[src/inc/rgbs_pkg.sv]
// Purpose: shared constants and types of the colour sensor readout block
// Assumes: 100 MHz system clock
// Notes:   register pointers, control field positions, reset values, timing
package rgbs_pkg;
  localparam logic [6:0] DEV_ADDR      = 7'h2a;
  localparam logic [7:0] PTR_CTRL      = 8'h00;
  localparam logic [7:0] PTR_TMAN_HI   = 8'h01;
  localparam logic [7:0] PTR_TMAN_LO   = 8'h02;
  localparam logic [7:0] PTR_RES_FIRST = 8'h03;
  localparam logic [7:0] PTR_RES_LAST  = 8'h0a;
  // control byte fields
  localparam int CTRL_ADC_RST = 7;
  localparam int CTRL_STBY    = 6;
  localparam int CTRL_MON     = 5;
  localparam int CTRL_GAIN    = 3;
  localparam int CTRL_MANUAL  = 2;
  localparam logic [7:0]  CTRL_WR_MASK = 8'hcf;  // monitor and bit 4 are not writable
  localparam logic [7:0]  CTRL_RST_VAL = 8'he4;
  localparam logic [15:0] TMAN_RST_VAL = 16'h0c30;
  // timing: base step of the integration clock
  localparam real CLK_MHZ       = 100.0;
  localparam real BASE_STEP_US  = 87.5;
  localparam int  BASE_STEP_CYC = int'(BASE_STEP_US * CLK_MHZ);
  // log2 of base steps per channel for step select 00..11; manual mode multiplies the count by twice the timing value
  localparam int  STEP_SHIFT [4] = '{0, 4, 8, 11};
  localparam int  CHAN_COUNT     = 4;
  typedef logic [3:0][15:0] rgbs_chan_set_t;  // [0] red .. [3] unfiltered reference
endpackage

[src/inc/rgbs_meas_if.sv]
// Purpose: carries settings and results between bus port and sequencer
// Assumes: both ends on mclk_i
// Notes:   ctl end owns the settings, meas end owns the results
`timescale 1ns/1ns
interface rgbs_meas_if;
  logic [7:0]               ctrl;
  logic [15:0]              tman;
  rgbs_pkg::rgbs_chan_set_t result;
  logic                     standby_mon;
  modport ctl  (output ctrl, tman, input  result, standby_mon);
  modport meas (input  ctrl, tman, output result, standby_mon);
endinterface

[src/design/rgbs_integrator.sv]
// Purpose: measurement sequencer, integrates four channels in turn
// Assumes: channel samples arrive on mclk_i; BASE_CYC clocks per base step
// Notes:   results change only when a whole set is done
`timescale 1ns/1ns
module rgbs_integrator #(
  parameter int BASE_CYC = rgbs_pkg::BASE_STEP_CYC
) (
  input  wire logic                     clk_i,
  input  wire logic                     rst_n_i,
  input  wire rgbs_pkg::rgbs_chan_set_t chan_sample_i,
  rgbs_meas_if.meas                     mif
);
  typedef struct packed {
    logic [15:0]              base_cnt;
    logic [31:0]              step_cnt;
    logic [1:0]               chan;
    logic                     mon;
    rgbs_pkg::rgbs_chan_set_t shadow;
    rgbs_pkg::rgbs_chan_set_t result;
  } rgbs_int_state_t;

  rgbs_int_state_t          r, n;
  logic                     run, manual, tick, step_end, set_end;
  logic [31:0]              limit;
  rgbs_pkg::rgbs_chan_set_t tmp;

  // steps per channel and run condition
  always_comb begin
    manual = mif.ctrl[rgbs_pkg::CTRL_MANUAL];
    limit  = manual ? ({16'h0, mif.tman} << (rgbs_pkg::STEP_SHIFT[mif.ctrl[1:0]] + 1))
                    : (32'h1 << rgbs_pkg::STEP_SHIFT[mif.ctrl[1:0]]);
    if (limit == 32'h0) begin
      limit = 32'h1;  // zero multiple runs one step
    end
    run      = !mif.ctrl[rgbs_pkg::CTRL_ADC_RST] && !mif.ctrl[rgbs_pkg::CTRL_STBY] && !r.mon;
    tick     = run && (r.base_cnt == 16'(BASE_CYC - 1));
    step_end = tick && (r.step_cnt == limit - 32'h1);
    set_end  = step_end && (r.chan == 2'(rgbs_pkg::CHAN_COUNT - 1));
  end

  // sequencer next state
  always_comb begin
    n   = r;
    tmp = r.shadow;
    if (!run) begin
      n.base_cnt = '0;
      n.step_cnt = '0;
      n.chan     = '0;
      if (mif.ctrl[rgbs_pkg::CTRL_ADC_RST]) begin
        n.mon = 1'b0;  // releasing reset later starts a fresh set
      end
    end else begin
      n.base_cnt = tick ? 16'h0 : r.base_cnt + 16'h1;
      if (step_end) begin
        tmp[r.chan] = chan_sample_i[r.chan];
        n.shadow    = tmp;
        n.step_cnt  = '0;
        n.chan      = r.chan + 2'd1;
        if (set_end) begin
          n.result = tmp;     // whole coherent set at once
          n.mon    = manual;  // manual stops, fixed period repeats
        end
      end else if (tick) begin
        n.step_cnt = r.step_cnt + 32'h1;
      end
    end
  end

  // state register
  always_ff @(posedge clk_i or negedge rst_n_i) begin
    if (!rst_n_i) begin
      r     <= '0;
      r.mon <= rgbs_pkg::CTRL_RST_VAL[rgbs_pkg::CTRL_MON];
    end else begin
      r <= n;
    end
  end

  assign mif.result      = r.result;
  assign mif.standby_mon = r.mon;
endmodule // rgbs_integrator

[src/design/rgbs_i2c_readout.sv]
// Purpose: I2C target port of a four channel colour sensor
// Assumes: scl/sda pins asynchronous to mclk_i, sampled through two flops
// Notes:   open drain sda: oe high pulls the line low, sda_o is always 0
`timescale 1ns/1ns
// Notes on behaviour
// answer at seven bit address 0x2A; direction bit 0 write, 1 read.
// first written byte sets pointer; later bytes land at pointer, 0x00 is control.
// host writes 0x84 first, holding the converter in reset, standby off.
// writing 0x04 releases converter reset and starts integration.
// manual step 00 integrates 175 us times the 16-bit timing value per channel.
// host waits longer than all four channel integrations before reading.
// 0x89 then 0x09 gives fixed period, high gain, 1.4 ms per channel.
// fixed period mode repeats measurements on its own without commands.
// host writes pointer 0x03, then repeated start and read address.
// read returns eight bytes, pointer auto advances, red green blue reference, high first.
// host acks every byte except the last, then nacks and stops.
// device acks its address, every pointer byte and every control byte.
// control bits: reset, standby, monitor, gain, manual, two step select bits.
// manual mode auto standby after one set; fixed period repeats continuously.
// result bytes update only at the end of a full set.
module rgbs_i2c_readout #(
  parameter int BASE_CYC = rgbs_pkg::BASE_STEP_CYC
) (
  input  wire logic                     mclk_i,
  input  wire logic                     rst_n_i,
  input  wire logic                     scl_i,
  input  wire logic                     sda_i,
  output wire logic                     sda_o,
  output wire logic                     sda_oe_o,
  input  wire rgbs_pkg::rgbs_chan_set_t chan_sample_i,
  output wire logic                     standby_mon_o
);
  typedef enum logic [2:0] {
    S_IDLE, S_ADDR, S_AACK, S_WBYTE, S_WACK, S_RBYTE, S_RACK
  } rgbs_st_t;

  typedef struct packed {
    logic        scl_s1, scl_s2, scl_p;
    logic        sda_s1, sda_s2, sda_p;
    rgbs_st_t    st;
    logic [2:0]  bitc;
    logic [1:0]  ph;
    logic [7:0]  sh;
    logic        rw;
    logic        first;
    logic        drive;
    logic [7:0]  ptr;
    logic [7:0]  ctrl;
    logic [15:0] tman;
  } rgbs_port_state_t;

  rgbs_port_state_t r, n;
  logic [1:0]       rst_sync_r;
  logic             rst_n;
  logic             scl_rise, scl_fall, start_c, stop_c;
  logic [7:0]       new_byte, rd_byte;
  rgbs_meas_if      mif ();

  // register byte seen by a read at pointer p
  function automatic logic [7:0] reg_byte(input logic [7:0] p, input logic [7:0] c,
                                          input logic m, input logic [15:0] t,
                                          input rgbs_pkg::rgbs_chan_set_t res);
    logic [7:0] off;
    off = p - rgbs_pkg::PTR_RES_FIRST;
    if (p == rgbs_pkg::PTR_CTRL) begin
      return {c[7:6], m, 1'b0, c[3:0]};  // monitor bit is read only
    end else if (p == rgbs_pkg::PTR_TMAN_HI) begin
      return t[15:8];
    end else if (p == rgbs_pkg::PTR_TMAN_LO) begin
      return t[7:0];
    end else if (p >= rgbs_pkg::PTR_RES_FIRST && p <= rgbs_pkg::PTR_RES_LAST) begin
      return off[0] ? res[off[2:1]][7:0] : res[off[2:1]][15:8];  // high byte first
    end
    return 8'h00;
  endfunction

  // reset release through two flops
  always_ff @(posedge mclk_i or negedge rst_n_i) begin
    if (!rst_n_i) begin
      rst_sync_r <= 2'b00;
    end else begin
      rst_sync_r <= {rst_sync_r[0], 1'b1};
    end
  end
  assign rst_n = rst_sync_r[1];

  // bus events from synchronised pins
  always_comb begin
    scl_rise = r.scl_s2 && !r.scl_p;
    scl_fall = !r.scl_s2 && r.scl_p;
    start_c  = r.scl_s2 && r.scl_p && r.sda_p && !r.sda_s2;
    stop_c   = r.scl_s2 && r.scl_p && !r.sda_p && r.sda_s2;
    new_byte = {r.sh[6:0], r.sda_s2};
    rd_byte  = reg_byte(r.ptr, r.ctrl, mif.standby_mon, r.tman, mif.result);
  end

  // target protocol engine
  always_comb begin
    n        = r;
    n.scl_s1 = scl_i;
    n.scl_s2 = r.scl_s1;
    n.scl_p  = r.scl_s2;
    n.sda_s1 = sda_i;
    n.sda_s2 = r.sda_s1;
    n.sda_p  = r.sda_s2;
    if (start_c) begin
      n.st    = S_ADDR;  // start and repeated start alike
      n.bitc  = 3'd0;
      n.drive = 1'b0;
    end else if (stop_c) begin
      n.st    = S_IDLE;
      n.drive = 1'b0;
    end else begin
      unique case (r.st)
        S_IDLE: begin
        end
        S_ADDR, S_WBYTE: begin
          if (scl_rise) begin
            n.sh   = new_byte;
            n.bitc = r.bitc + 3'd1;
            if (r.bitc == 3'd7) begin
              n.ph = 2'd0;
              if (r.st == S_ADDR) begin
                if (new_byte[7:1] == rgbs_pkg::DEV_ADDR) begin
                  n.st    = S_AACK;
                  n.rw    = new_byte[0];
                  n.first = 1'b1;
                end else begin
                  n.st = S_IDLE;  // other target, stay off the bus
                end
              end else begin
                n.st = S_WACK;
                if (r.first) begin
                  n.ptr   = new_byte;  // pointer byte
                  n.first = 1'b0;
                end else begin
                  if (r.ptr == rgbs_pkg::PTR_CTRL) begin
                    n.ctrl = new_byte & rgbs_pkg::CTRL_WR_MASK;
                  end else if (r.ptr == rgbs_pkg::PTR_TMAN_HI) begin
                    n.tman[15:8] = new_byte;
                  end else if (r.ptr == rgbs_pkg::PTR_TMAN_LO) begin
                    n.tman[7:0] = new_byte;
                  end
                  n.ptr = r.ptr + 8'd1;
                end
              end
            end
          end
        end
        S_AACK, S_WACK: begin
          if (scl_fall) begin
            if (r.ph == 2'd0) begin
              n.drive = 1'b1;  // pull low for the ack bit
              n.ph    = 2'd1;
            end else begin
              n.ph   = 2'd0;
              n.bitc = 3'd0;
              if (r.st == S_AACK && r.rw) begin
                n.st    = S_RBYTE;
                n.sh    = rd_byte;
                n.drive = !rd_byte[7];
              end else begin
                n.st    = S_WBYTE;
                n.drive = 1'b0;
              end
            end
          end
        end
        S_RBYTE: begin
          if (scl_rise) begin
            n.bitc = r.bitc + 3'd1;
            if (r.bitc == 3'd7) begin
              n.st  = S_RACK;
              n.ph  = 2'd0;
              n.ptr = r.ptr + 8'd1;  // auto advance after each byte
            end
          end else if (scl_fall) begin
            n.sh    = {r.sh[6:0], 1'b0};
            n.drive = !r.sh[6];
          end
        end
        S_RACK: begin
          if (scl_fall && r.ph == 2'd0) begin
            n.drive = 1'b0;  // host owns the ack bit
            n.ph    = 2'd1;
          end else if (scl_rise && r.ph == 2'd1) begin
            if (r.sda_s2) begin
              n.st = S_IDLE;  // nack ends the read, wait for stop
            end else begin
              n.ph = 2'd2;
            end
          end else if (scl_fall && r.ph == 2'd2) begin
            n.st    = S_RBYTE;
            n.sh    = rd_byte;
            n.drive = !rd_byte[7];
            n.bitc  = 3'd0;
          end
        end
      endcase
    end
  end

  // state register, pins idle high at reset
  always_ff @(posedge mclk_i or negedge rst_n) begin
    if (!rst_n) begin
      r        <= '0;
      r.scl_s1 <= 1'b1;
      r.scl_s2 <= 1'b1;
      r.scl_p  <= 1'b1;
      r.sda_s1 <= 1'b1;
      r.sda_s2 <= 1'b1;
      r.sda_p  <= 1'b1;
      r.ctrl   <= rgbs_pkg::CTRL_RST_VAL;
      r.tman   <= rgbs_pkg::TMAN_RST_VAL;
    end else begin
      r <= n;
    end
  end

  assign mif.ctrl      = r.ctrl;
  assign mif.tman      = r.tman;
  assign sda_o         = 1'b0;
  assign sda_oe_o      = r.drive;
  assign standby_mon_o = mif.standby_mon;

  rgbs_integrator #(.BASE_CYC(BASE_CYC)) u_integ (
    .clk_i         (mclk_i),
    .rst_n_i       (rst_n),
    .chan_sample_i (chan_sample_i),
    .mif           (mif)
  );
endmodule // rgbs_i2c_readout

[config.mk]
export PLATFORM = sky130hd
export DESIGN_NAME = rgbs_i2c_readout
export DESIGN_NICKNAME = d
export VERILOG_FILES = /design/src/inc/rgbs_pkg.sv /design/src/inc/rgbs_meas_if.sv /design/src/design/rgbs_integrator.sv /design/src/design/rgbs_i2c_readout.sv
export SDC_FILE = /design/constraint.sdc
export NUM_CORES = 1
export LEC_CHECK = 0
export BUFFER_PORTS_ARGS = -buffer_cell sky130_fd_sc_hd__buf_2
export CORE_UTILIZATION = 60
export DETAILED_ROUTE_END_ITERATION = 12
export PLACE_DENSITY = 0.82
export SLEW_MARGIN = 30
export SYNTH_ARGS = -nofsm -noshare
export SYNTH_HDL_FRONTEND = slang
export SYNTH_SLANG_ARGS = --single-unit
[constraint.sdc]
create_clock -name mclk_i -period 14.2 [get_ports mclk_i]
set_input_delay 0 -clock mclk_i [delete_from_list [all_inputs] [get_ports mclk_i]]
set_output_delay 0 -clock mclk_i [all_outputs]
set_load 0.005 [all_outputs]
==> tab_implementation.tex, run 1 <==
\begin{tabular}{lr}
\hline
Metric & Value \\
\hline
\multicolumn{2}{l}{\textbf{Final layout}} \\
Antenna cell count & 0 \\
Highest-count cells in the layout ignoring fill and taps & 203 x sky130\_fd\_sc\_hd\_\_dfrtp\_1, 127 x sky130\_fd\_sc\_hd\_\_nor2\_1, 84 x sky130\_fd\_sc\_hd\_\_mux2\_1 \\
Final nets & 1373 \\
Fraction of layout instances using a drive strength above 1 & 0.219 \\
Commonest non-fill, non-tap cell in the layout & sky130\_fd\_sc\_hd\_\_dfrtp\_1 \\
Final core utilization & 0.678 \\
Post-route non-filler standard cell count & 1588 \\
Signed area change from the synthesized netlist to the final layout & 11.0\% \\
Final design area excluding fillers & 14800 um2 \\
\multicolumn{2}{l}{\textbf{CTS}} \\
Cell at the root of the clock tree & sky130\_fd\_sc\_hd\_\_clkbuf\_16 \\
Number of gates resized after cts & 0 \\
Cts bufs inserted & 24 \\
CTS tree & done \\
Maximum level of the CTS H-tree & 1 \\
Clock-pin slew reported for the worst setup and hold paths after clock tree synthesis & 0.07 ns \\
Post-CTS Setup Inserts & 0 \\
Clock latency on the worst-skew pair & 0.55 ns \\
Bufs on Longest Clock Path & 3 \\
Number of sinks handled by clock tree synthesis & 219 \\
Number of buffers added to fix hold violations after cts & 20 \\
\multicolumn{2}{l}{\textbf{STA}} \\
Min Tclk post-route & 6.65 ns \\
Min Hold Slack & 0.0196 ns \\
Actual transition at the worst max-transition pin & 1.03 ns \\
Worst setup margin & 7.55 ns \\
Max Clock Skew & 0.0295 ns \\
Setup violation total in the final timing report & 0 \\
Highest achievable clock rate & 150 MHz \\
Share of the cycle needed by the critical path after routing & 0.468 \\
Worst-case headroom to the max-slew limit & 0.313 \\
Total negative setup slack & 0 ns \\
RSZ-0062 raised after global routing & no \\
Final hold vios & 0 \\
Final Slew Violations & 0 \\
\multicolumn{2}{l}{\textbf{Critical path}} \\
Critical setup path kind & flop to flop \\
Endpoint of the most critical register-to-register path & u\_integ.mif.result[20]\$\_DFFE\_PN0P\_ \\
Biggest fanout along the worst timing path & 64 \\
Arrival time of the worst setup path & 7.07 ns \\
Type of element capturing the critical path & flop \\
Critical path launch point type & flop \\
CP required & 14.62 ns \\
Register-to-register setup slack & 7.55 ns \\
Register-to-Register Path Depth & 16 \\
R2R Path Start & mif.ctrl[1]\$\_DFFE\_PN0P\_ \\
\multicolumn{2}{l}{\textbf{Global routing}} \\
First-pass GRT wire length & 52800 um \\
Via count of the first global-routing pass & 9954 \\
GRT Util Overall & 0.298 \\
Maximum number of pins on one net before global-route repair & 160 \\
Antenna violations before repair & 0 \\
Global route overflow & 0 \\
\multicolumn{2}{l}{\textbf{Min path}} \\
Class of the tightest hold or removal check & input port to flop \\
Hold Path Stages & 3 \\
Hold endpoint & u\_integ.r[98]\$\_DFFE\_PN0P\_ \\
HP Start & chan\_sample\_i[18] \\
\multicolumn{2}{l}{\textbf{Placement}} \\
Gpl congestion & 0.926 \\
Setup slack at placement & 7.77 ns \\
Cell area reported after detailed placement & 13800 um2 \\
Count of placed standard cells including taps & 1525 \\
Half-perimeter wire length after placement & 20400 um \\
Buffers added on ports & 69 \\
\multicolumn{2}{l}{\textbf{Floorplan}} \\
Horiz. Die Dim & 151 um \\
DIE AREA & 22800 um2 \\
Starting density of the core & 0.611 \\
Vertical extent of the die & 151 um \\
Core outline area & 21800 um2 \\
Io pins & 71 \\
Row count & 54 \\
\multicolumn{2}{l}{\textbf{Logic synthesis}} \\
Number of nets produced by synthesis & 1325 \\
Mean instance size in the synthesized netlist & 10.7 um2 \\
Number of synthesis warnings & 0 \\
Synth Instances & 1243 \\
Netlist Area Pre-Place & 13300 um2 \\
Post-synth top flop & sky130\_fd\_sc\_hd\_\_dfrtp\_1 \\
Sequential-to-total area share from yosys stat & 0.412 \\
Number of enable flip-flop cells after synthesis & 0 \\
Number of unique standard cell types used by synthesis & 85 \\
Number of synthesized register bits & 219 \\
Ys async rst share & 1.00 \\
\multicolumn{2}{l}{\textbf{Detailed routing}} \\
Total routed wirelength & 33400 um \\
Average routed wire per standard cell & 21.0 um \\
Vias & 10300 \\
Remaining antenna violation count after routing & 0 \\
DRC viols & 0 \\
1st-pass router iterations & 5 \\
Average vias per placed instance & 6.46 \\
Drt initial violations & 814 \\
\multicolumn{2}{l}{\textbf{Job}} \\
Number of max-capacitance violations reported & 0 \\
\multicolumn{2}{l}{\textbf{Power and ir drop}} \\
Leakage component of the power & 6.19 nW \\
Maximum resistive drop on vdd & 0.102 mV \\
Final total power & 1.60 mW \\
Ratio of total power to cell area & 108 nW/um2 \\
\multicolumn{2}{l}{\textbf{Status}} \\
Result of the run & finished, final reports clean \\
\hline
\end{tabular}
[sequential cells by signal, indices dropped and copies added, names as in the netlist, 2 cells and up]
signal              cells
u_integ.r              98
u_integ.mif.result     64
r                      20
mif.tman               16
new_byte                7
mif.ctrl                6
n                       4
rst_sync_r              2
[Yosys cell counts, drive strengths merged (10+ instances only)]
master  number  area [um2]
a211oi      11        82.6
nand2b      14        87.6
nand2       79         319
mux2       183        2170
clkbuf      37         139
mux2i       31         314
a31oi       13        87.6
mux4        32         721
nand4       16         100
and3        10        62.6
a21oi       54         270
ha          14         175
o21ai       47         235
nand3       31         155
a22oi       10        75.1
nor2       127         477
inv         24        90.1
xnor2       34         298
dfstp       14         368
xor2        40         350
buf         36         233
nor3        31         171
and4        10        87.6
dfrtp      205        5130
[power breakdown]
| group | switching (mW) | leakage (nW) | total, mW | internal (mW) |
|---|---|---|---|---|
| combinational | 0.115 | 3.07 | 0.209 | 0.0943 |
| clock | 0.269 | 0.411 | 0.661 | 0.392 |
| sequential | 0.0715 | 2.71 | 0.735 | 0.663 |
| total | 0.455 | 6.19 | 1.60 | 1.15 |
[worst max path at each step]
| stage | from | end | slack (ns) | cells past startpoint |
|---|---|---|---|---|
| floorplan | rst_sync_r[1]$_DFF_PN0_ | mif.ctrl[0]$_DFFE_PN0P_ | 7.67 | 0 |
| global placement | mif.ctrl[1]$_DFFE_PN0P_ | u_integ.r[158]$_DFFE_PN0P_ | 7.81 | 15 |
| detailed placement | mif.ctrl[1]$_DFFE_PN0P_ | u_integ.mif.result[52]$_DFFE_PN0P_ | 7.77 | 16 |
| CTS | mif.ctrl[1]$_DFFE_PN0P_ | u_integ.mif.result[34]$_DFFE_PN0P_ | 7.76 | 16 |
| finish | mif.ctrl[1]$_DFFE_PN0P_ | u_integ.mif.result[20]$_DFFE_PN0P_ | 7.55 | 16 |
| global route | mif.ctrl[1]$_DFFE_PN0P_ | u_integ.mif.result[39]$_DFFE_PN0P_ | 7.12 | 16 |
[cell type report]
type	count	area, um2
multi-input combinational	927	7420
fill	1571	7020
tap	280	350
inverter	24	90.1
sequential	219	5510
timing repair buffer	95	607
clock inverter	14	203
clock buffer	29	629
[cells by family (layout without fill, tap and decap cells)]
| family | after synthesis | count (layout) | synth area share |
|---|---|---|---|
| flip-flops | 219 | 219 | 0.412 |
| AND/OR/NAND/NOR | 385 | 385 | 0.148 |
| adder cells (fa/ha/maj) | 14 | 14 | 0.0131 |
| buffers and inverters | 97 | 162 | 0.0346 |
| XOR/XNOR | 74 | 74 | 0.0486 |
| multiplexers | 246 | 246 | 0.241 |
| AO/OA/AOI/OAI | 206 | 206 | 0.102 |
| other | 2 | 2 | 0.000563 |
[metal layers]
layer	vias up	global-route usage	wire length (um)
met1	5103	0.388	13800
met2	406	0.493	16300
li1	4658	-	-
met4	0	0.131	1300
met5	-	0	0
met3	92	0.0476	1990
[worst max-delay path, cell delays in order, from the launching register on]
cell and delay, ns:
sky130_fd_sc_hd__dfrtp_1 0.77, sky130_fd_sc_hd__nand2_1 0.56, sky130_fd_sc_hd__o22ai_1 0.73, sky130_fd_sc_hd__a2111oi_2 0.13, sky130_fd_sc_hd__and3_1 0.26, sky130_fd_sc_hd__a21oi_1 0.16, sky130_fd_sc_hd__ha_1 0.23, sky130_fd_sc_hd__o31ai_1 0.17
sky130_fd_sc_hd__nor3_4 0.28, sky130_fd_sc_hd__nand4_1 0.37, sky130_fd_sc_hd__or4_1 0.61, sky130_fd_sc_hd__a222oi_1 0.39, sky130_fd_sc_hd__and4_1 0.24, sky130_fd_sc_hd__and4_1 0.61, sky130_fd_sc_hd__nand2_2 0.08, sky130_fd_sc_hd__buf_4 0.38
sky130_fd_sc_hd__mux2_1 0.48
No activity file was read; power rests on OpenSTA's default activity.
==> run 2, diff against run 1 <==
- ABC_AREA: unset -> 1
- clock period: 14.2 -> 6.5 ns (I/O delays scaled with it)
==> tab_implementation.tex, run 2 <==
\begin{tabular}{lr}
\hline
Metric & Value \\
\hline
\multicolumn{2}{l}{\textbf{Logic synthesis}} \\
Adder-cell share of the synthesized area & 0.0114 (was 0.0131) \\
Multiplexer area fraction after synthesis & 0.000735 (was 0.241) \\
Top cells by count, synth & 567 x sky130\_fd\_sc\_hd\_\_nand2\_1, 225 x sky130\_fd\_sc\_hd\_\_inv\_1, 219 x sky130\_fd\_sc\_hd\_\_nor2\_1 (was 205 x sky130\_fd\_sc\_hd\_\_dfrtp\_1, 127 x sky130\_fd\_sc\_hd\_\_nor2\_1, 84 x sky130\_fd\_sc\_hd\_\_mux2\_1) \\
Number of enable flip-flop cells after synthesis & 0 (unchanged) \\
Cell type with the largest total area after synthesis & sky130\_fd\_sc\_hd\_\_dfrtp\_1 (unchanged) \\
Compound-Gate Fraction of Synth Area & 0.113 (was 0.102) \\
Ys async rst share & 1.00 (unchanged) \\
Number of synthesis warnings & 0 (unchanged) \\
Cell with the most instances after synthesis & sky130\_fd\_sc\_hd\_\_nand2\_1 (was sky130\_fd\_sc\_hd\_\_dfrtp\_1) \\
Mean instance size in the synthesized netlist & 7.26 um2 (was 10.7 um2) \\
Dominant combinational cell family by area after synthesis & simple AND/OR/NAND/NOR gates (was multiplexers) \\
Area share of and/or/nand/nor cells after synthesis & 0.362 (was 0.148) \\
Netlist Area Pre-Place & 15300 um2 (was 13300 um2) \\
Number of nets produced by synthesis & 2191 (was 1325) \\
Xor/xnor cell area share of the yosys netlist & 0.0389 (was 0.0486) \\
Number of unique standard cell types used by synthesis & 60 (was 85) \\
Leading post-synthesis cells by cell area & sky130\_fd\_sc\_hd\_\_dfrtp\_1 36\%, sky130\_fd\_sc\_hd\_\_nand2\_1 14\%, sky130\_fd\_sc\_hd\_\_inv\_1 5.5\% (was sky130\_fd\_sc\_hd\_\_dfrtp\_1 38\%, sky130\_fd\_sc\_hd\_\_mux2\_1 7.1\%, sky130\_fd\_sc\_hd\_\_mux2\_2 5.8\%) \\
Synth Instances & 2109 (was 1243) \\
Sequential-to-total area share from yosys stat & 0.380 (was 0.412) \\
Post-synth top flop & sky130\_fd\_sc\_hd\_\_dfrtp\_1 (unchanged) \\
Number of synthesized register bits & 232 (was 219) \\
Top-area cell type share of the netlist area & 0.356 (was 0.385) \\
\multicolumn{2}{l}{\textbf{STA}} \\
Final hold vios & 0 (unchanged) \\
Min Tclk post-route & 4.96 ns (was 6.65 ns) \\
Worst setup margin & 1.54 ns (was 7.55 ns) \\
Max Clock Skew & 0.0242 ns (was 0.0295 ns) \\
Actual transition at the worst max-transition pin & 0.956 ns (was 1.03 ns) \\
Final Slew Violations & 0 (unchanged) \\
Highest achievable clock rate & 202 MHz (was 150 MHz) \\
Setup violation total in the final timing report & 0 (unchanged) \\
Share of the cycle needed by the critical path after routing & 0.763 (was 0.468) \\
Total negative setup slack & 0 ns (unchanged) \\
Worst-case headroom to the max-slew limit & 0.362 (was 0.313) \\
RSZ-0062 raised after global routing & no (unchanged) \\
\multicolumn{2}{l}{\textbf{Floorplan}} \\
DIE AREA & 26200 um2 (was 22800 um2) \\
Core outline area & 25100 um2 (was 21800 um2) \\
Io pins & 71 (unchanged) \\
Starting density of the core & 0.610 (was 0.611) \\
Vertical extent of the die & 162 um (was 151 um) \\
Horiz. Die Dim & 162 um (was 151 um) \\
Row count & 58 (was 54) \\
\multicolumn{2}{l}{\textbf{Final layout}} \\
Commonest non-fill, non-tap cell in the layout & sky130\_fd\_sc\_hd\_\_nand2\_1 (was sky130\_fd\_sc\_hd\_\_dfrtp\_1) \\
Signed area change from the synthesized netlist to the final layout & 9.03\% (was 11.0\%) \\
Highest-count cells in the layout ignoring fill and taps & 566 x sky130\_fd\_sc\_hd\_\_nand2\_1, 225 x sky130\_fd\_sc\_hd\_\_inv\_1, 219 x sky130\_fd\_sc\_hd\_\_nor2\_1 (was 203 x sky130\_fd\_sc\_hd\_\_dfrtp\_1, 127 x sky130\_fd\_sc\_hd\_\_nor2\_1, 84 x sky130\_fd\_sc\_hd\_\_mux2\_1) \\
Flip-flop count of the largest register after layout & 111 (was 98) \\
Fraction of layout instances using a drive strength above 1 & 0.170 (was 0.219) \\
Antenna cell count & 0 (unchanged) \\
Register with the highest flop count & u\_integ.r (unchanged) \\
Final nets & 2219 (was 1373) \\
Post-route non-filler standard cell count & 2489 (was 1588) \\
Final design area excluding fillers & 16700 um2 (was 14800 um2) \\
\multicolumn{2}{l}{\textbf{Global routing}} \\
First-pass GRT wire length & 66800 um (was 52800 um) \\
Maximum number of pins on one net before global-route repair & 181 (was 160) \\
Global route overflow & 0 (unchanged) \\
Antenna violations before repair & 0 (unchanged) \\
Via count of the first global-routing pass & 13500 (was 9954) \\
GRT Util Overall & 0.314 (was 0.298) \\
\multicolumn{2}{l}{\textbf{CTS}} \\
Bufs on Longest Clock Path & 3 (unchanged) \\
Cell at the root of the clock tree & sky130\_fd\_sc\_hd\_\_clkbuf\_16 (unchanged) \\
Cts bufs inserted & 28 (was 24) \\
Clock-pin slew reported for the worst setup and hold paths after clock tree synthesis & 0.06 ns (was 0.07 ns) \\
Clock latency on the worst-skew pair & 0.56 ns (was 0.55 ns) \\
Number of sinks handled by clock tree synthesis & 232 (was 219) \\
Maximum level of the CTS H-tree & 1 (unchanged) \\
CTS tree & done (unchanged) \\
Post-CTS Setup Inserts & 0 (unchanged) \\
\multicolumn{2}{l}{\textbf{Power and ir drop}} \\
Leakage component of the power & 8.30 nW (was 6.19 nW) \\
Ratio of total power to cell area & 220 nW/um2 (was 108 nW/um2) \\
Maximum resistive drop on vdd & 0.196 mV (was 0.102 mV) \\
\multicolumn{2}{l}{\textbf{Critical path}} \\
Biggest fanout along the worst timing path & 34 (was 64) \\
Type of element capturing the critical path & flop (unchanged) \\
Cell mode on critical path & sky130\_fd\_sc\_hd\_\_nand2\_1 (was sky130\_fd\_sc\_hd\_\_and4\_1) \\
Critical setup path kind & flop to flop (unchanged) \\
Arrival time of the worst setup path & 5.46 ns (was 7.07 ns) \\
Slowest Stage Delay on Critical Path & 0.86 ns (was 0.77 ns) \\
Library cell contributing the largest single delay on the critical path & sky130\_fd\_sc\_hd\_\_dfstp\_2 (was sky130\_fd\_sc\_hd\_\_dfrtp\_1) \\
Buffer and inverter count on the worst path & 6 (was 1) \\
Critical path launch point type & flop (unchanged) \\
Register-to-register setup slack & 1.54 ns (was 7.55 ns) \\
Top cell family by delay on the critical path & simple AND/OR/NAND/NOR gates (unchanged) \\
CP required & 7.00 ns (was 14.62 ns) \\
\multicolumn{2}{l}{\textbf{Placement}} \\
Gpl congestion & 0.925 (was 0.926) \\
Half-perimeter wire length after placement & 28400 um (was 20400 um) \\
Cell area reported after detailed placement & 15600 um2 (was 13800 um2) \\
Count of placed standard cells including taps & 2429 (was 1525) \\
Setup slack at placement & 1.50 ns (was 7.77 ns) \\
Buffers added on ports & 69 (unchanged) \\
\multicolumn{2}{l}{\textbf{Detailed routing}} \\
Average vias per placed instance & 5.71 (was 6.46) \\
Vias & 14200 (was 10300) \\
Average routed wire per standard cell & 16.2 um (was 21.0 um) \\
Remaining antenna violation count after routing & 0 (unchanged) \\
DRC viols & 0 (unchanged) \\
Drt initial violations & 1427 (was 814) \\
1st-pass router iterations & 6 (was 5) \\
Total routed wirelength & 40400 um (was 33400 um) \\
\multicolumn{2}{l}{\textbf{Status}} \\
Result of the run & finished, final reports clean (unchanged) \\
\multicolumn{2}{l}{\textbf{Min path}} \\
Class of the tightest hold or removal check & input port to flop (unchanged) \\
\multicolumn{2}{l}{\textbf{Job}} \\
Number of max-capacitance violations reported & 0 (unchanged) \\
\hline
\end{tabular}
[run 2: cell types whose count changed after synthesis, sizes merged, moves of 105 or more]
cell	delta
inv	+207
mux2	-182
nand3	+105
nand2	+562
nor2	+116
o21ai	+135
[run 2: cells by family after synthesis]
group / count (synthesis)
AO/OA/AOI/OAI: 279
XOR/XNOR: 68
adder cells (fa/ha/maj): 14
buffers and inverters: 321
flip-flops: 232
multiplexers: 1
other: 2
AND/OR/NAND/NOR: 1192
[run 2: timing repair]
item | CTS | global route
endpoints found under the hold margin | 5 | 0
hold buffers | 6 | 0
gates resized for setup | 0 | 0
setup endpoints to repair | 0 | 0
[run 2: final cells by class]
type	instances	area (um2)
clock inverter	12	148
tap	330	413
timing repair buffer	87	553
inverter	232	876
multi-input combinational	1556	8090
fill	2186	8410
sequential	232	5830
clock buffer	40	796
[run 2: worst paths after layout]
kind / cells past startpoint / end / start
setup reg to reg: 28 / u_integ.mif.result[29]$_DFFE_PN0P_ / mif.ctrl[2]$_DFFE_PN1P_
setup / recovery: 28 / u_integ.mif.result[29]$_DFFE_PN0P_ / mif.ctrl[2]$_DFFE_PN1P_
hold / removal: 7 / u_integ.r[123]$_DFFE_PN0P_ / chan_sample_i[11]
max in group asynchronous: 2 / mif.tman[8]$_DFFE_PN0P_ / rst_sync_r[1]$_DFF_PN0_
hold reg to reg: 0 / rst_sync_r[1]$_DFF_PN0_ / rst_sync_r[0]$_DFF_PN0_
min in group asynchronous: 3 / rst_sync_r[1]$_DFF_PN0_ / rst_n_i
[run 2: metrics by stage]
stage / hold WS (ns) / total power, mW / util
finish: 0.00777 / 3.68 / 0.665
global route: 0.0729 / 3.83 / 0.665
CTS: 0.00328 / 3.67 / 0.663
detailed placement: -0.212 / 2.11 / 0.623
global placement: -0.214 / 2.10 / 0.623
floorplan: -0.296 / 1.95 / -
[run 2: where the power goes]
group	switching [mW]	internal, mW	total (mW)
Sequential	0.0688	1.51	1.57
Combinational	0.357	0.168	0.525
Clock	0.642	0.937	1.58
Total	1.07	2.61	3.68
[run 2: worst min-delay path: cells and delay by family]
| family | cells | cell delay (ns) |
|---|---|---|
| AND/OR/NAND/NOR | 5 | 0.32 |
| buffers and inverters | 1 | 0.09 |
| AO/OA/AOI/OAI | 1 | 0.10 |
[run 2: layer usage]
layer	up-vias	track usage	wire length (um)
met4	0	0.116	1160
met2	571	0.512	19000
met3	82	0.0368	2540
met1	6732	0.431	17600
li1	6839	-	-
met5	-	0	0
